<file path="src/verilog/mft_pkg.sv">
package mft_pkg;

  // ==========================================================================
  // Sizes and reset values
  // ==========================================================================
  localparam int CNT_W = 16;
  localparam int PSC_W = 8;
  localparam int PRE_DIV = 3;
  localparam logic [CNT_W-1:0] CNT_MAX = 16'hFFFF;
  localparam logic [CNT_W-1:0] CNT_ZERO = 16'h0000;
  localparam logic [CNT_W-1:0] CNT_RST = 16'h0000;
  localparam logic [PSC_W-1:0] PSC_RST = 8'h00;
  localparam logic [1:0] PRE_DIV_LAST = 2'h2;

  // ==========================================================================
  // Input function codes
  // ==========================================================================
  localparam logic [3:0] IFC_NONE = 4'h0;
  localparam logic [3:0] IFC_B_TRIG = 4'h1;
  localparam logic [3:0] IFC_A_GATE = 4'h2;
  localparam logic [3:0] IFC_A_GATE_B_TRIG = 4'h3;
  localparam logic [3:0] IFC_B_CLK = 4'h4;
  localparam logic [3:0] IFC_A_TRIG = 4'h5;
  localparam logic [3:0] IFC_A_GATE_B_CLK = 4'h6;
  localparam logic [3:0] IFC_AB_TRIG = 4'h7;
  localparam logic [3:0] IFC_CLK_UP_DOWN = 4'h8;
  localparam logic [3:0] IFC_A_DIR_B_CLK = 4'h9;
  localparam logic [3:0] IFC_TRIG_UP_DOWN = 4'hA;
  localparam logic [3:0] IFC_A_DIR = 4'hB;
  localparam logic [3:0] IFC_AUTODISCR = 4'hC;
  localparam logic [3:0] IFC_A_TRIG_B_CLK = 4'hD;
  localparam logic [3:0] IFC_A_CLK_B_TRIG = 4'hE;
  localparam logic [3:0] IFC_A_TRIG_B_GATE = 4'hF;

  // ==========================================================================
  // Edge selection and output actions
  // ==========================================================================
  localparam logic [1:0] EDGE_NONE = 2'h0;
  localparam logic [1:0] EDGE_RISE = 2'h1;
  localparam logic [1:0] EDGE_FALL = 2'h2;
  localparam logic [1:0] EDGE_BOTH = 2'h3;

  localparam logic [1:0] ACT_NOP = 2'h0;
  localparam logic [1:0] ACT_SET = 2'h1;
  localparam logic [1:0] ACT_RESET = 2'h2;
  localparam logic [1:0] ACT_TOGGLE = 2'h3;

  // Static configuration, normally held by software.
  typedef struct packed {
    logic one_shot_select;
    logic retrigger_enable;
    logic reg0_capture_select;
    logic reg1_capture_select;
    logic bivalue_enable;
    logic soft_count_direction;
    logic external_clock_select;
    logic clear_on_capture;
    logic clear_on_compare;
    logic [3:0] input_function_code;
    logic [1:0] input_a_edge_select;
    logic [1:0] input_b_edge_select;
    logic [PSC_W-1:0] prescale_value;
  } mft_cfg_s;

  // Per-output action selections: [1:0] per pin for each source.
  typedef struct packed {
    logic [1:0] cmp0_act_0;
    logic [1:0] cmp1_act_0;
    logic [1:0] ovf_act_0;
    logic [1:0] cmp0_act_1;
    logic [1:0] cmp1_act_1;
    logic [1:0] ovf_act_1;
  } mft_out_cfg_s;

  // Interrupt masks: end of count, capture 0/1, compare 0/1, DMA enables.
  typedef struct packed {
    logic eoc_en;
    logic cap0_en;
    logic cap1_en;
    logic cmp0_en;
    logic cmp1_en;
    logic dma_cap0_en;
    logic dma_cmp0_en;
  } mft_irq_cfg_s;

endpackage

</file>
<file path="src/verilog/mft_timer.sv">
`timescale 1ns/1ps

// Overview of operation
// 16-bit up/down counter behind 8-bit prescaler.
// Two compare and two load/capture registers.
// Per-input rising, falling or both edge selection.
// Compare and overflow apply nop/set/reset/toggle per pin.
// On-chip event from overflow and compare 0.
// Five masked sources into three prioritised requests.
// DMA on capture0 and compare0 pre-empts interrupt.
// Input A or trigger 0 acts on register 0.
// Input B or trigger 1 acts on register 1.
// Input B may trigger register 0 load.
// One-shot stops at end, restarts on trigger.
// Continuous reloads from register 0 or 1.
// Triggered one-shot ignores triggers while counting; a load trigger still restarts the prescaler.
// Retriggered one-shot reloads register 0 on trigger.
// Triggered plus continuous disables all triggers.
// Gated counting advances only while gate low.
// Each register selectable as count capture.
// Software spaces repeated soft captures by one instruction.
// External direction overrides software; status reports direction.
// Free-running wraps without reload in capture modes.
// Autoclear on compare shortens free-run range.
// Clear sets 0000h up, FFFFh down, reloads prescaler.
// Biload alternates reload registers, starting register 0.
// Bicapture alternates capture registers, starting register 0.
// External inputs synchronised before edge detection.
module mft_timer (
  input wire logic ref_clk, // System clock, 10 MHz.
  input wire logic rst, // Asynchronous reset, active high.
  input wire mft_pkg::mft_cfg_s cfg, // Mode configuration.
  input wire mft_pkg::mft_out_cfg_s out_cfg, // Output actions.
  input wire mft_pkg::mft_irq_cfg_s irq_cfg, // Interrupt and DMA masks.
  input wire logic timer_input_a, // External input A.
  input wire logic timer_input_b, // External input B.
  input wire logic soft_trigger_0, // Software trigger 0 pulse.
  input wire logic soft_trigger_1, // Software trigger 1 pulse.
  input wire logic soft_clear, // Software counter clear pulse.
  input wire logic reg0_write, // Write strobe for register 0.
  input wire logic reg1_write, // Write strobe for register 1.
  input wire logic cmp0_write, // Write strobe for compare 0.
  input wire logic cmp1_write, // Write strobe for compare 1.
  input wire logic [15:0] write_data, // Data for the write strobes.
  output logic [15:0] count_value, // Current count.
  output logic [15:0] load_capture_reg_0, // Register 0 contents.
  output logic [15:0] load_capture_reg_1, // Register 1 contents.
  output logic [15:0] compare_reg_0, // Compare 0 contents.
  output logic [15:0] compare_reg_1, // Compare 1 contents.
  output logic count_direction_status, // 1 while counting down.
  output logic running, // Counter is running.
  output logic out_pin_0, // Output pin 0.
  output logic out_pin_1, // Output pin 1.
  output logic on_chip_event, // Pulse to other peripherals.
  output logic irq_eoc, // Request 0: end of count, highest priority.
  output logic irq_capture, // Request 1: captures.
  output logic irq_compare, // Request 2: compares.
  output logic dma_req_cap0, // DMA request, capture into register 0.
  output logic dma_req_cmp0 // DMA request, compare 0 match.
);
  import mft_pkg::*;

  // ==========================================================================
  // Input conditioning
  // ==========================================================================
  logic a_level, a_evt, b_level, b_evt;

  // Both inputs pass through the same synchroniser.
  mft_in_sync u_sync_a (
    .ref_clk(ref_clk),
    .rst(rst),
    .pin_in(timer_input_a),
    .edge_select(cfg.input_a_edge_select),
    .level_out(a_level),
    .event_out(a_evt)
  );

  mft_in_sync u_sync_b (
    .ref_clk(ref_clk),
    .rst(rst),
    .pin_in(timer_input_b),
    .edge_select(cfg.input_b_edge_select),
    .level_out(b_level),
    .event_out(b_evt)
  );

  // ==========================================================================
  // Input function decode
  // ==========================================================================
  logic a_trig, b_trig, gate_hold, ext_clk, dir_ext, dir_ext_val;
  logic [3:0] ifc;
  assign ifc = cfg.input_function_code;

  // Decode of the pin roles; external direction wins over software.
  always_comb begin
    a_trig = 1'b0;
    b_trig = 1'b0;
    gate_hold = 1'b0;
    ext_clk = 1'b0;
    dir_ext = 1'b0;
    dir_ext_val = cfg.soft_count_direction;
    unique case (ifc)
      IFC_NONE: ;
      IFC_B_TRIG: b_trig = b_evt;
      IFC_A_GATE: gate_hold = a_level;
      IFC_A_GATE_B_TRIG: begin
        gate_hold = a_level;
        b_trig = b_evt;
      end
      IFC_B_CLK: ext_clk = b_evt;
      IFC_A_TRIG: a_trig = a_evt;
      IFC_A_GATE_B_CLK: begin
        gate_hold = a_level;
        ext_clk = b_evt;
      end
      IFC_AB_TRIG: begin
        a_trig = a_evt;
        b_trig = b_evt;
      end
      IFC_CLK_UP_DOWN: begin
        ext_clk = a_evt | b_evt;
        dir_ext = a_evt | b_evt; // Between events the last direction holds.
        dir_ext_val = b_evt & ~a_evt;
      end
      IFC_A_DIR_B_CLK: begin
        ext_clk = b_evt;
        dir_ext = 1'b1;
        dir_ext_val = a_level;
      end
      IFC_TRIG_UP_DOWN: begin
        a_trig = a_evt;
        b_trig = b_evt;
        dir_ext = a_evt | b_evt;
        dir_ext_val = b_evt & ~a_evt;
      end
      IFC_A_DIR: begin
        dir_ext = 1'b1;
        dir_ext_val = a_level;
      end
      IFC_AUTODISCR: begin
        ext_clk = (a_evt & b_level) | (b_evt & a_level);
        dir_ext = ext_clk;
        dir_ext_val = a_evt & b_level;
      end
      IFC_A_TRIG_B_CLK: begin
        a_trig = a_evt;
        ext_clk = b_evt;
      end
      IFC_A_CLK_B_TRIG: begin
        ext_clk = a_evt;
        b_trig = b_evt;
      end
      IFC_A_TRIG_B_GATE: begin
        a_trig = a_evt;
        gate_hold = b_level;
      end
    endcase
  end

  // ==========================================================================
  // Trigger routing
  // ==========================================================================
  logic bicap, biload, free_run, trig_off, trig0, trig1, cap0_evt, cap1_evt, load_evt;
  assign bicap = cfg.bivalue_enable & cfg.reg0_capture_select;
  assign biload = cfg.bivalue_enable & ~cfg.reg0_capture_select;
  // Capture on register 0 in continuous mode means no reload.
  assign free_run = bicap | (cfg.reg0_capture_select & ~cfg.one_shot_select);
  // Triggered mode with continuous counting masks every trigger.
  assign trig_off = cfg.retrigger_enable & ~cfg.one_shot_select;
  // Input B joins register 0 when loading with register 1 monitoring.
  assign trig0 = ~trig_off & (soft_trigger_0 | a_trig |
                 (~cfg.reg0_capture_select & ~cfg.reg1_capture_select & b_trig));
  // Input B no longer reaches trigger 1 while bivalue mode is on.
  assign trig1 = ~trig_off & (soft_trigger_1 | (b_trig & ~cfg.bivalue_enable));
  assign cap0_evt = trig0 & cfg.reg0_capture_select;
  assign cap1_evt = trig1 & cfg.reg1_capture_select;
  assign load_evt = trig0 & ~cfg.reg0_capture_select;

  // ==========================================================================
  // Prescaler and count tick
  // ==========================================================================
  logic [1:0] div3_reg;
  logic [PSC_W-1:0] psc_reg;
  logic tick, clr_now, eoc, cmp0_hit, cmp1_hit, down;
  logic pre_in;
  assign down = dir_ext ? dir_ext_val : (ifc == IFC_CLK_UP_DOWN ? count_direction_status
                                                                 : cfg.soft_count_direction);
  assign pre_in = cfg.external_clock_select ? ext_clk : (div3_reg == PRE_DIV_LAST);

  // Internal clock divided by three feeds the programmable prescaler.
  always_ff @(posedge ref_clk or posedge rst) begin
    if (rst) begin
      div3_reg <= 2'h0;
    end else begin
      div3_reg <= (div3_reg == PRE_DIV_LAST) ? 2'h0 : div3_reg + 2'h1;
    end
  end

  // A clear also restarts the prescaler so the next period is whole.
  always_ff @(posedge ref_clk or posedge rst) begin
    if (rst) begin
      psc_reg <= PSC_RST;
    end else if (clr_now || load_evt) begin
      psc_reg <= cfg.prescale_value;
    end else if (pre_in && running && !gate_hold) begin
      psc_reg <= (psc_reg == PSC_RST) ? cfg.prescale_value : psc_reg - 8'h01;
    end
  end

  // Counting pauses while the gate input is high.
  assign tick = pre_in && running && !gate_hold && (psc_reg == PSC_RST);
  assign eoc = tick && (down ? (count_value == CNT_ZERO) : (count_value == CNT_MAX));
  assign cmp0_hit = tick && (count_value == compare_reg_0);
  assign cmp1_hit = tick && (count_value == compare_reg_1);
  assign clr_now = soft_clear | (cap0_evt & cfg.clear_on_capture) |
                   (cmp0_hit & cfg.clear_on_compare);

  // ==========================================================================
  // Counter and run state
  // ==========================================================================
  logic alt_reg; // Selects register 1 as next reload or capture target.
  logic [15:0] reload_val;
  assign reload_val = (biload && alt_reg && !cfg.one_shot_select) ? load_capture_reg_1
                                                                   : load_capture_reg_0;

  // Counter update, with clear taking precedence over reloads.
  always_ff @(posedge ref_clk or posedge rst) begin
    if (rst) begin
      count_value <= CNT_RST;
    end else if (clr_now) begin
      count_value <= down ? CNT_MAX : CNT_ZERO;
    end else if (load_evt && (!cfg.one_shot_select || !running || cfg.retrigger_enable)) begin
      count_value <= load_capture_reg_0;
    end else if (eoc && !free_run && !cfg.one_shot_select) begin
      count_value <= reload_val;
    end else if (eoc && cfg.one_shot_select && !free_run) begin
      count_value <= count_value;
    end else if (tick) begin
      count_value <= down ? count_value - 16'h0001 : count_value + 16'h0001;
    end
  end

  // Run state: one-shot stops at end of count; any trigger 0 path restarts it.
  always_ff @(posedge ref_clk or posedge rst) begin
    if (rst) begin
      running <= 1'b1;
    end else if (!cfg.one_shot_select || free_run) begin
      running <= 1'b1;
    end else if (eoc) begin
      running <= 1'b0;
    end else if (!running && (trig0 || (b_trig && !trig_off))) begin
      running <= 1'b1;
    end
  end

  // Direction status mirrors the active direction.
  always_ff @(posedge ref_clk or posedge rst) begin
    if (rst) begin
      count_direction_status <= 1'b0;
    end else begin
      count_direction_status <= down;
    end
  end

  // ==========================================================================
  // Load/capture and compare registers
  // ==========================================================================
  // Alternation pointer: low bivalue forces register 0 as the next target.
  always_ff @(posedge ref_clk or posedge rst) begin
    if (rst) begin
      alt_reg <= 1'b0;
    end else if (!cfg.bivalue_enable || (biload && load_evt)) begin
      alt_reg <= 1'b0;
    end else if ((biload && eoc && !cfg.one_shot_select) || (bicap && trig0)) begin
      alt_reg <= ~alt_reg;
    end
  end

  // Register 0 captures the count, or takes software writes.
  always_ff @(posedge ref_clk or posedge rst) begin
    if (rst) begin
      load_capture_reg_0 <= CNT_RST;
    end else if (cap0_evt && !(bicap && alt_reg)) begin
      load_capture_reg_0 <= count_value;
    end else if (reg0_write) begin
      load_capture_reg_0 <= write_data;
    end
  end

  // Register 1 captures, monitors the count, or takes writes.
  always_ff @(posedge ref_clk or posedge rst) begin
    if (rst) begin
      load_capture_reg_1 <= CNT_RST;
    end else if (bicap && trig0 && alt_reg) begin
      load_capture_reg_1 <= count_value;
    end else if (cap1_evt && !cfg.bivalue_enable) begin
      load_capture_reg_1 <= count_value;
    end else if (reg1_write) begin
      load_capture_reg_1 <= write_data;
    end else if (!cfg.reg1_capture_select && !cfg.bivalue_enable) begin
      load_capture_reg_1 <= count_value;
    end
  end

  // Compare registers are written by software only.
  always_ff @(posedge ref_clk or posedge rst) begin
    if (rst) begin
      compare_reg_0 <= CNT_MAX;
      compare_reg_1 <= CNT_MAX;
    end else begin
      if (cmp0_write) compare_reg_0 <= write_data;
      if (cmp1_write) compare_reg_1 <= write_data;
    end
  end

  // ==========================================================================
  // Output pins and on-chip event
  // ==========================================================================
  function automatic logic apply_act(input logic cur, input logic [1:0] act, input logic hit);
    logic res;
    res = cur;
    if (hit) begin
      unique case (act)
        ACT_NOP: res = cur;
        ACT_SET: res = 1'b1;
        ACT_RESET: res = 1'b0;
        ACT_TOGGLE: res = ~cur;
      endcase
    end
    return res;
  endfunction

  // Sources are applied in order overflow, compare 1, compare 0.
  always_ff @(posedge ref_clk or posedge rst) begin
    if (rst) begin
      out_pin_0 <= 1'b0;
      out_pin_1 <= 1'b0;
    end else begin
      out_pin_0 <= apply_act(apply_act(apply_act(out_pin_0, out_cfg.ovf_act_0, eoc),
                   out_cfg.cmp1_act_0, cmp1_hit), out_cfg.cmp0_act_0, cmp0_hit);
      out_pin_1 <= apply_act(apply_act(apply_act(out_pin_1, out_cfg.ovf_act_1, eoc),
                   out_cfg.cmp1_act_1, cmp1_hit), out_cfg.cmp0_act_1, cmp0_hit);
    end
  end

  // On-chip event pulses on overflow/underflow or compare 0.
  always_ff @(posedge ref_clk or posedge rst) begin
    if (rst) begin
      on_chip_event <= 1'b0;
    end else begin
      on_chip_event <= eoc | cmp0_hit;
    end
  end

  // ==========================================================================
  // Interrupt and DMA requests
  // ==========================================================================
  // A DMA-enabled source drives its DMA line instead of its interrupt.
  always_ff @(posedge ref_clk or posedge rst) begin
    if (rst) begin
      dma_req_cap0 <= 1'b0;
      dma_req_cmp0 <= 1'b0;
      irq_eoc <= 1'b0;
      irq_capture <= 1'b0;
      irq_compare <= 1'b0;
    end else begin
      dma_req_cap0 <= cap0_evt & irq_cfg.dma_cap0_en;
      dma_req_cmp0 <= cmp0_hit & irq_cfg.dma_cmp0_en;
      irq_eoc <= eoc & irq_cfg.eoc_en;
      irq_capture <= (cap0_evt & irq_cfg.cap0_en & ~irq_cfg.dma_cap0_en) |
                     (cap1_evt & irq_cfg.cap1_en);
      irq_compare <= (cmp0_hit & irq_cfg.cmp0_en & ~irq_cfg.dma_cmp0_en) |
                     (cmp1_hit & irq_cfg.cmp1_en);
    end
  end

endmodule // mft_timer

</file>
<file path="src/verilog/mft_in_sync.sv">
`timescale 1ns/1ps

// ============================================================================
// Input synchroniser and edge detector
// ============================================================================
module mft_in_sync (
  input wire logic ref_clk, // System clock.
  input wire logic rst, // Asynchronous reset, active high.
  input wire logic pin_in, // Raw external input.
  input wire logic [1:0] edge_select, // Edge sensitivity.
  output logic level_out, // Synchronised level.
  output logic event_out // One-cycle pulse on a selected edge.
);
  import mft_pkg::*;

  logic meta_reg;
  logic sync_reg;
  logic prev_reg;

  // Two flops guard against metastability; only sync_reg and prev_reg are examined.
  always_ff @(posedge ref_clk or posedge rst) begin
    if (rst) begin
      meta_reg <= 1'b0;
      sync_reg <= 1'b0;
      prev_reg <= 1'b0;
    end else begin
      meta_reg <= pin_in;
      sync_reg <= meta_reg;
      prev_reg <= sync_reg;
    end
  end

  assign level_out = prev_reg;

  // Edge decode against the selection.
  always_comb begin
    event_out = 1'b0;
    unique case (edge_select)
      EDGE_NONE: event_out = 1'b0;
      EDGE_RISE: event_out = sync_reg & ~prev_reg;
      EDGE_FALL: event_out = ~sync_reg & prev_reg;
      EDGE_BOTH: event_out = sync_reg ^ prev_reg;
    endcase
  end

endmodule // mft_in_sync

</file>
<file path="config.mk">
export PLATFORM = sky130hd
export DESIGN_NAME = mft_timer
export DESIGN_NICKNAME = d
export VERILOG_FILES = /design/src/verilog/mft_pkg.sv /design/src/verilog/mft_timer.sv /design/src/verilog/mft_in_sync.sv
export SDC_FILE = /design/constraint.sdc
export NUM_CORES = 1
export LEC_CHECK = 0
export BUFFER_PORTS_ARGS = -buffer_cell sky130_fd_sc_hd__buf_2
export CAP_MARGIN = 20
export CORE_ASPECT_RATIO = 0.75
export CORE_MARGIN = 2
export CORE_UTILIZATION = 25
export DETAILED_ROUTE_END_ITERATION = 7
export MAX_ROUTING_LAYER = met4
export SLEW_MARGIN = 20
export SYNTH_ARGS = -nofsm -noshare
export SYNTH_HDL_FRONTEND = slang
export SYNTH_SLANG_ARGS = --single-unit
</file>
<file path="constraint.sdc">
create_clock -name ref_clk -period 5.51 [get_ports ref_clk]
set_input_delay 0.8265 -clock ref_clk [delete_from_list [all_inputs] [get_ports ref_clk]]
set_output_delay 0.8265 -clock ref_clk [all_outputs]
set_load 0.01 [all_outputs]
</file>
==> out/metrics.yaml <==
outcome: "completed"
worst_path_max_delay_cell: "sky130_fd_sc_hd__ha_1"
cp.buffers_inverters: 1
report.final.hold_viol_count: 0
design.core.area_um2: 26900
warnings_synthesis: 0
worstSetupStartpointType: "flop"
port_buffers: 160
synth_async_sr_flop_share_pct: 100
number_of_nets_at_the_end_of_the_flow: 966
insertedDiodeCount: 0
final.setup_skew_ps: 13.6
die_width_um: 195
postSynthRegisterBits: 107
post_drt_wl_per_cell_um: 18.8
grt_util_all_layers_pct: 16.6
netlist.area_leader.share_pct: 27.1
final_critical_path_setup_slack_ps: 800
wl_um: 23100
detailed_place_hpwl_um: 17800
number_of_flops_mapped_to_enable_cells_by_yosys: 0
maxCapViolations: 0
crit_path_class: "flop to flop"
timing.critical_path.fanout_max: 18
netlist-cell-type-count: 66
ys.flop_type: "sky130_fd_sc_hd__dfrtp_1"
rr_worst_depth: 17
p_per_area_nw_per_um2: 365
power_mw: 3.01
max-slew-margin-rel_pct: 34.9
final_period_minus_worst_setup_slack_ps: 4710
drtAntennaViolNets: 0
yosys-top-cells-area: "sky130_fd_sc_hd__dfrtp_1 27%, sky130_fd_sc_hd__dfstp_2 13%, sky130_fd_sc_hd__mux2_2 5.4%"
filler_cell_count: 2882
avg_inst_size_synth_um2: 9.23
rsz0062_at_grt: "no"
tightest_slew_ps: 973
clk_root_buffer_cell: "sky130_fd_sc_hd__clkbuf_16"
yosys.area.top_type: "sky130_fd_sc_hd__dfrtp_1"
setup_tns_ps: 0
rows: 52
postCtsSetupRepairBufs: 0
setup_violations: 0
cts_max_path_buffers: 2
maxClockFrequency_ghz: 0.212
drt-initial-drc-count: 399
total_leakage_power_nw: 3.57
final_min_period_over_clock_period_pct: 85.5
postCtsHoldBufs: 0
count_leader_synth: "sky130_fd_sc_hd__dfrtp_1"
via_count: 6102
layout-drive-gt1-share_pct: 30.5
first_global_vias: 5844
die_area_um2: 28700
cpPeakStageDelay_ps: 550
worstPathRequired_ps: 5800
synth.top_cells.by_count: "74 x sky130_fd_sc_hd__dfrtp_1, 68 x sky130_fd_sc_hd__nor2_1, 61 x sky130_fd_sc_hd__a21oi_1"
postSynthCellCount: 742
path_delay_family: "compound AO/OA/AOI/OAI gates"
timing.hold.worst.class: "flop to flop"
floorplan.io_pins: 161
drt-pass1-iter-count: 5
pre_cts_slack_ps: 522
clock_tree_from_tritoncts: "done"
grt-ovfl-total: 0
avgViaCountPerCell: 4.97
report.final.slew_viol_count: 0
clk-insertion-delay-late_ps: 370
initial_core_util_pct: 25.4
ctsResizeCount: 0
ordered_list_of_cells_on_the_worst_path: "inv_1, ha_1, nand2b_1, a21boi_0, o31a_1, o221a_2, nand2_1, ha_1, and2_1, a31oi_1, a31oi_1, a41o_1, or4_1, and3_1, mux2i_1, nand3_1, a22oi_1"
cts_inserted_buffers: 9
critPathArrivalTime_ps: 5000
cp_num_cells: 17
finalWeightedCongestion: 0.877
syn_area_um2: 6850
mappedNetlistNets: 835
peakVddDrop_mv: 0.181
grt_pass1_wl_um: 35500
grt_antenna_before_repair: 0
cts.htree.levels: 3
cts.sink_count: 107
area_growth_pct: 20.6
chipHeight_um: 147
min_delay_path_depth: 0
synth_seq_area_share_pct: 39.7
drt_drc_violations_left: 0
critPathCaptureType: "flop"
grt_max_degree: 67
clkSlewWorstSetupHoldPaths_ps: 90
==> metrics by stage <==
| stage | cell area [um^2] | instances | utilization (%) | hold slack [ps] |
|---|---|---|---|---|
| after floorplan | 6850 | 742 | - | 331 |
| after global placement | 7950 | 1213 | 29.5 | 333 |
| after detailed placement | 7950 | 1213 | 29.5 | 344 |
| after CTS | 8250 | 1229 | 30.6 | 364 |
| after global routing | 8250 | 1229 | 30.6 | 369 |
| final | 8250 | 1229 | 30.6 | 357 |
==> power by group <==
part | total (mW) | internal (mW) | switching (mW)
clock network | 0.670 | 0.322 | 0.348
logic | 1.16 | 0.523 | 0.633
registers | 1.18 | 0.934 | 0.248
==> cell families after synthesis <==
kind of cell / after synthesis / share of synthesized area, %
compound gates: 190 / 17.8
xor+xnor: 46 / 5.89
fa+ha+maj: 22 / 4.13
buf+inv: 74 / 4.28
flops: 107 / 39.7
mux: 70 / 10.8
simple gates: 233 / 17.3
==> layout make-up <==
class / count / area (um^2) / share of cell area, %
clock buffer: 10 / 229 / 2.77
clock inverter: 6 / 68.8 / 0.834
inverter: 28 / 108 / 1.30
multi-input combinational: 561 / 3840 / 46.6
sequential: 107 / 2720 / 32.9
tap: 351 / 439 / 5.32
timing repair buffer: 166 / 846 / 10.2
==> path summary, 6_finish.rpt <==
kind | from | end | slack [ps]
worst max-delay path | u_sync_a.level_out | count_value[14] | 800
worst min-delay path | u_sync_a.meta_reg | u_sync_a.sync_reg | 360
worst max register to register | u_sync_a.level_out | count_value[14] | 800
worst min register to register | u_sync_a.meta_reg | u_sync_a.sync_reg | 360
max in group asynchronous | rst | load_capture_reg_0[13] | 3770
min in group asynchronous | rst | load_capture_reg_1[4] | 620
==> worst register-to-register path, delay by kind of cell, from the launching register on <==
family,cells,cell delay (ps)
compound gates,7,1740
simple gates,6,1400
fa+ha+maj,2,850
flops,1,440
mux,1,110
buf+inv,1,90
==> per-layer routing <==
layer	up-vias	global-route usage, %	share of wire (%)
met5	-	-	0
met4	0	4.27	1.4
met3	18	3.12	5.1
met2	163	24.4	44
met1	2993	23.3	50
li1	2928	-	-
==> layout by cell type, fill, tap and decap left out, types with 5 or more instances in the layout <==
master | synthesis | layout
sky130_fd_sc_hd__a21oi_1 | 61 | 61
sky130_fd_sc_hd__ha_1 | 21 | 21
sky130_fd_sc_hd__nand3b_1 | 6 | 6
sky130_fd_sc_hd__or2_2 | 5 | 5
sky130_fd_sc_hd__inv_1 | 28 | 27
sky130_fd_sc_hd__o22ai_1 | 12 | 12
sky130_fd_sc_hd__a21o_1 | 6 | 6
sky130_fd_sc_hd__buf_2 | 6 | 160
sky130_fd_sc_hd__nor3_1 | 11 | 11
sky130_fd_sc_hd__or3_1 | 8 | 8
sky130_fd_sc_hd__clkbuf_16 | 0 | 9
sky130_fd_sc_hd__nor4_1 | 9 | 9
sky130_fd_sc_hd__nand2_1 | 47 | 46
sky130_fd_sc_hd__nor2_1 | 68 | 68
sky130_fd_sc_hd__xnor2_1 | 42 | 42
sky130_fd_sc_hd__nand4_1 | 14 | 14
sky130_fd_sc_hd__nor3b_1 | 5 | 5
sky130_fd_sc_hd__nor2b_1 | 10 | 10
sky130_fd_sc_hd__and2_1 | 10 | 10
sky130_fd_sc_hd__mux2i_1 | 37 | 37
sky130_fd_sc_hd__o31a_1 | 5 | 5
sky130_fd_sc_hd__mux2_2 | 33 | 33
sky130_fd_sc_hd__dfrtp_1 | 74 | 74
sky130_fd_sc_hd__a22oi_1 | 6 | 6
sky130_fd_sc_hd__a211oi_1 | 8 | 8
sky130_fd_sc_hd__nand3_1 | 13 | 13
sky130_fd_sc_hd__and3_1 | 6 | 6
sky130_fd_sc_hd__nand2b_1 | 10 | 10
sky130_fd_sc_hd__o21ai_0 | 39 | 39
sky130_fd_sc_hd__buf_4 | 0 | 6
sky130_fd_sc_hd__a31oi_1 | 12 | 12
sky130_fd_sc_hd__dfstp_2 | 33 | 33
(Power assumes the default switching activity.)
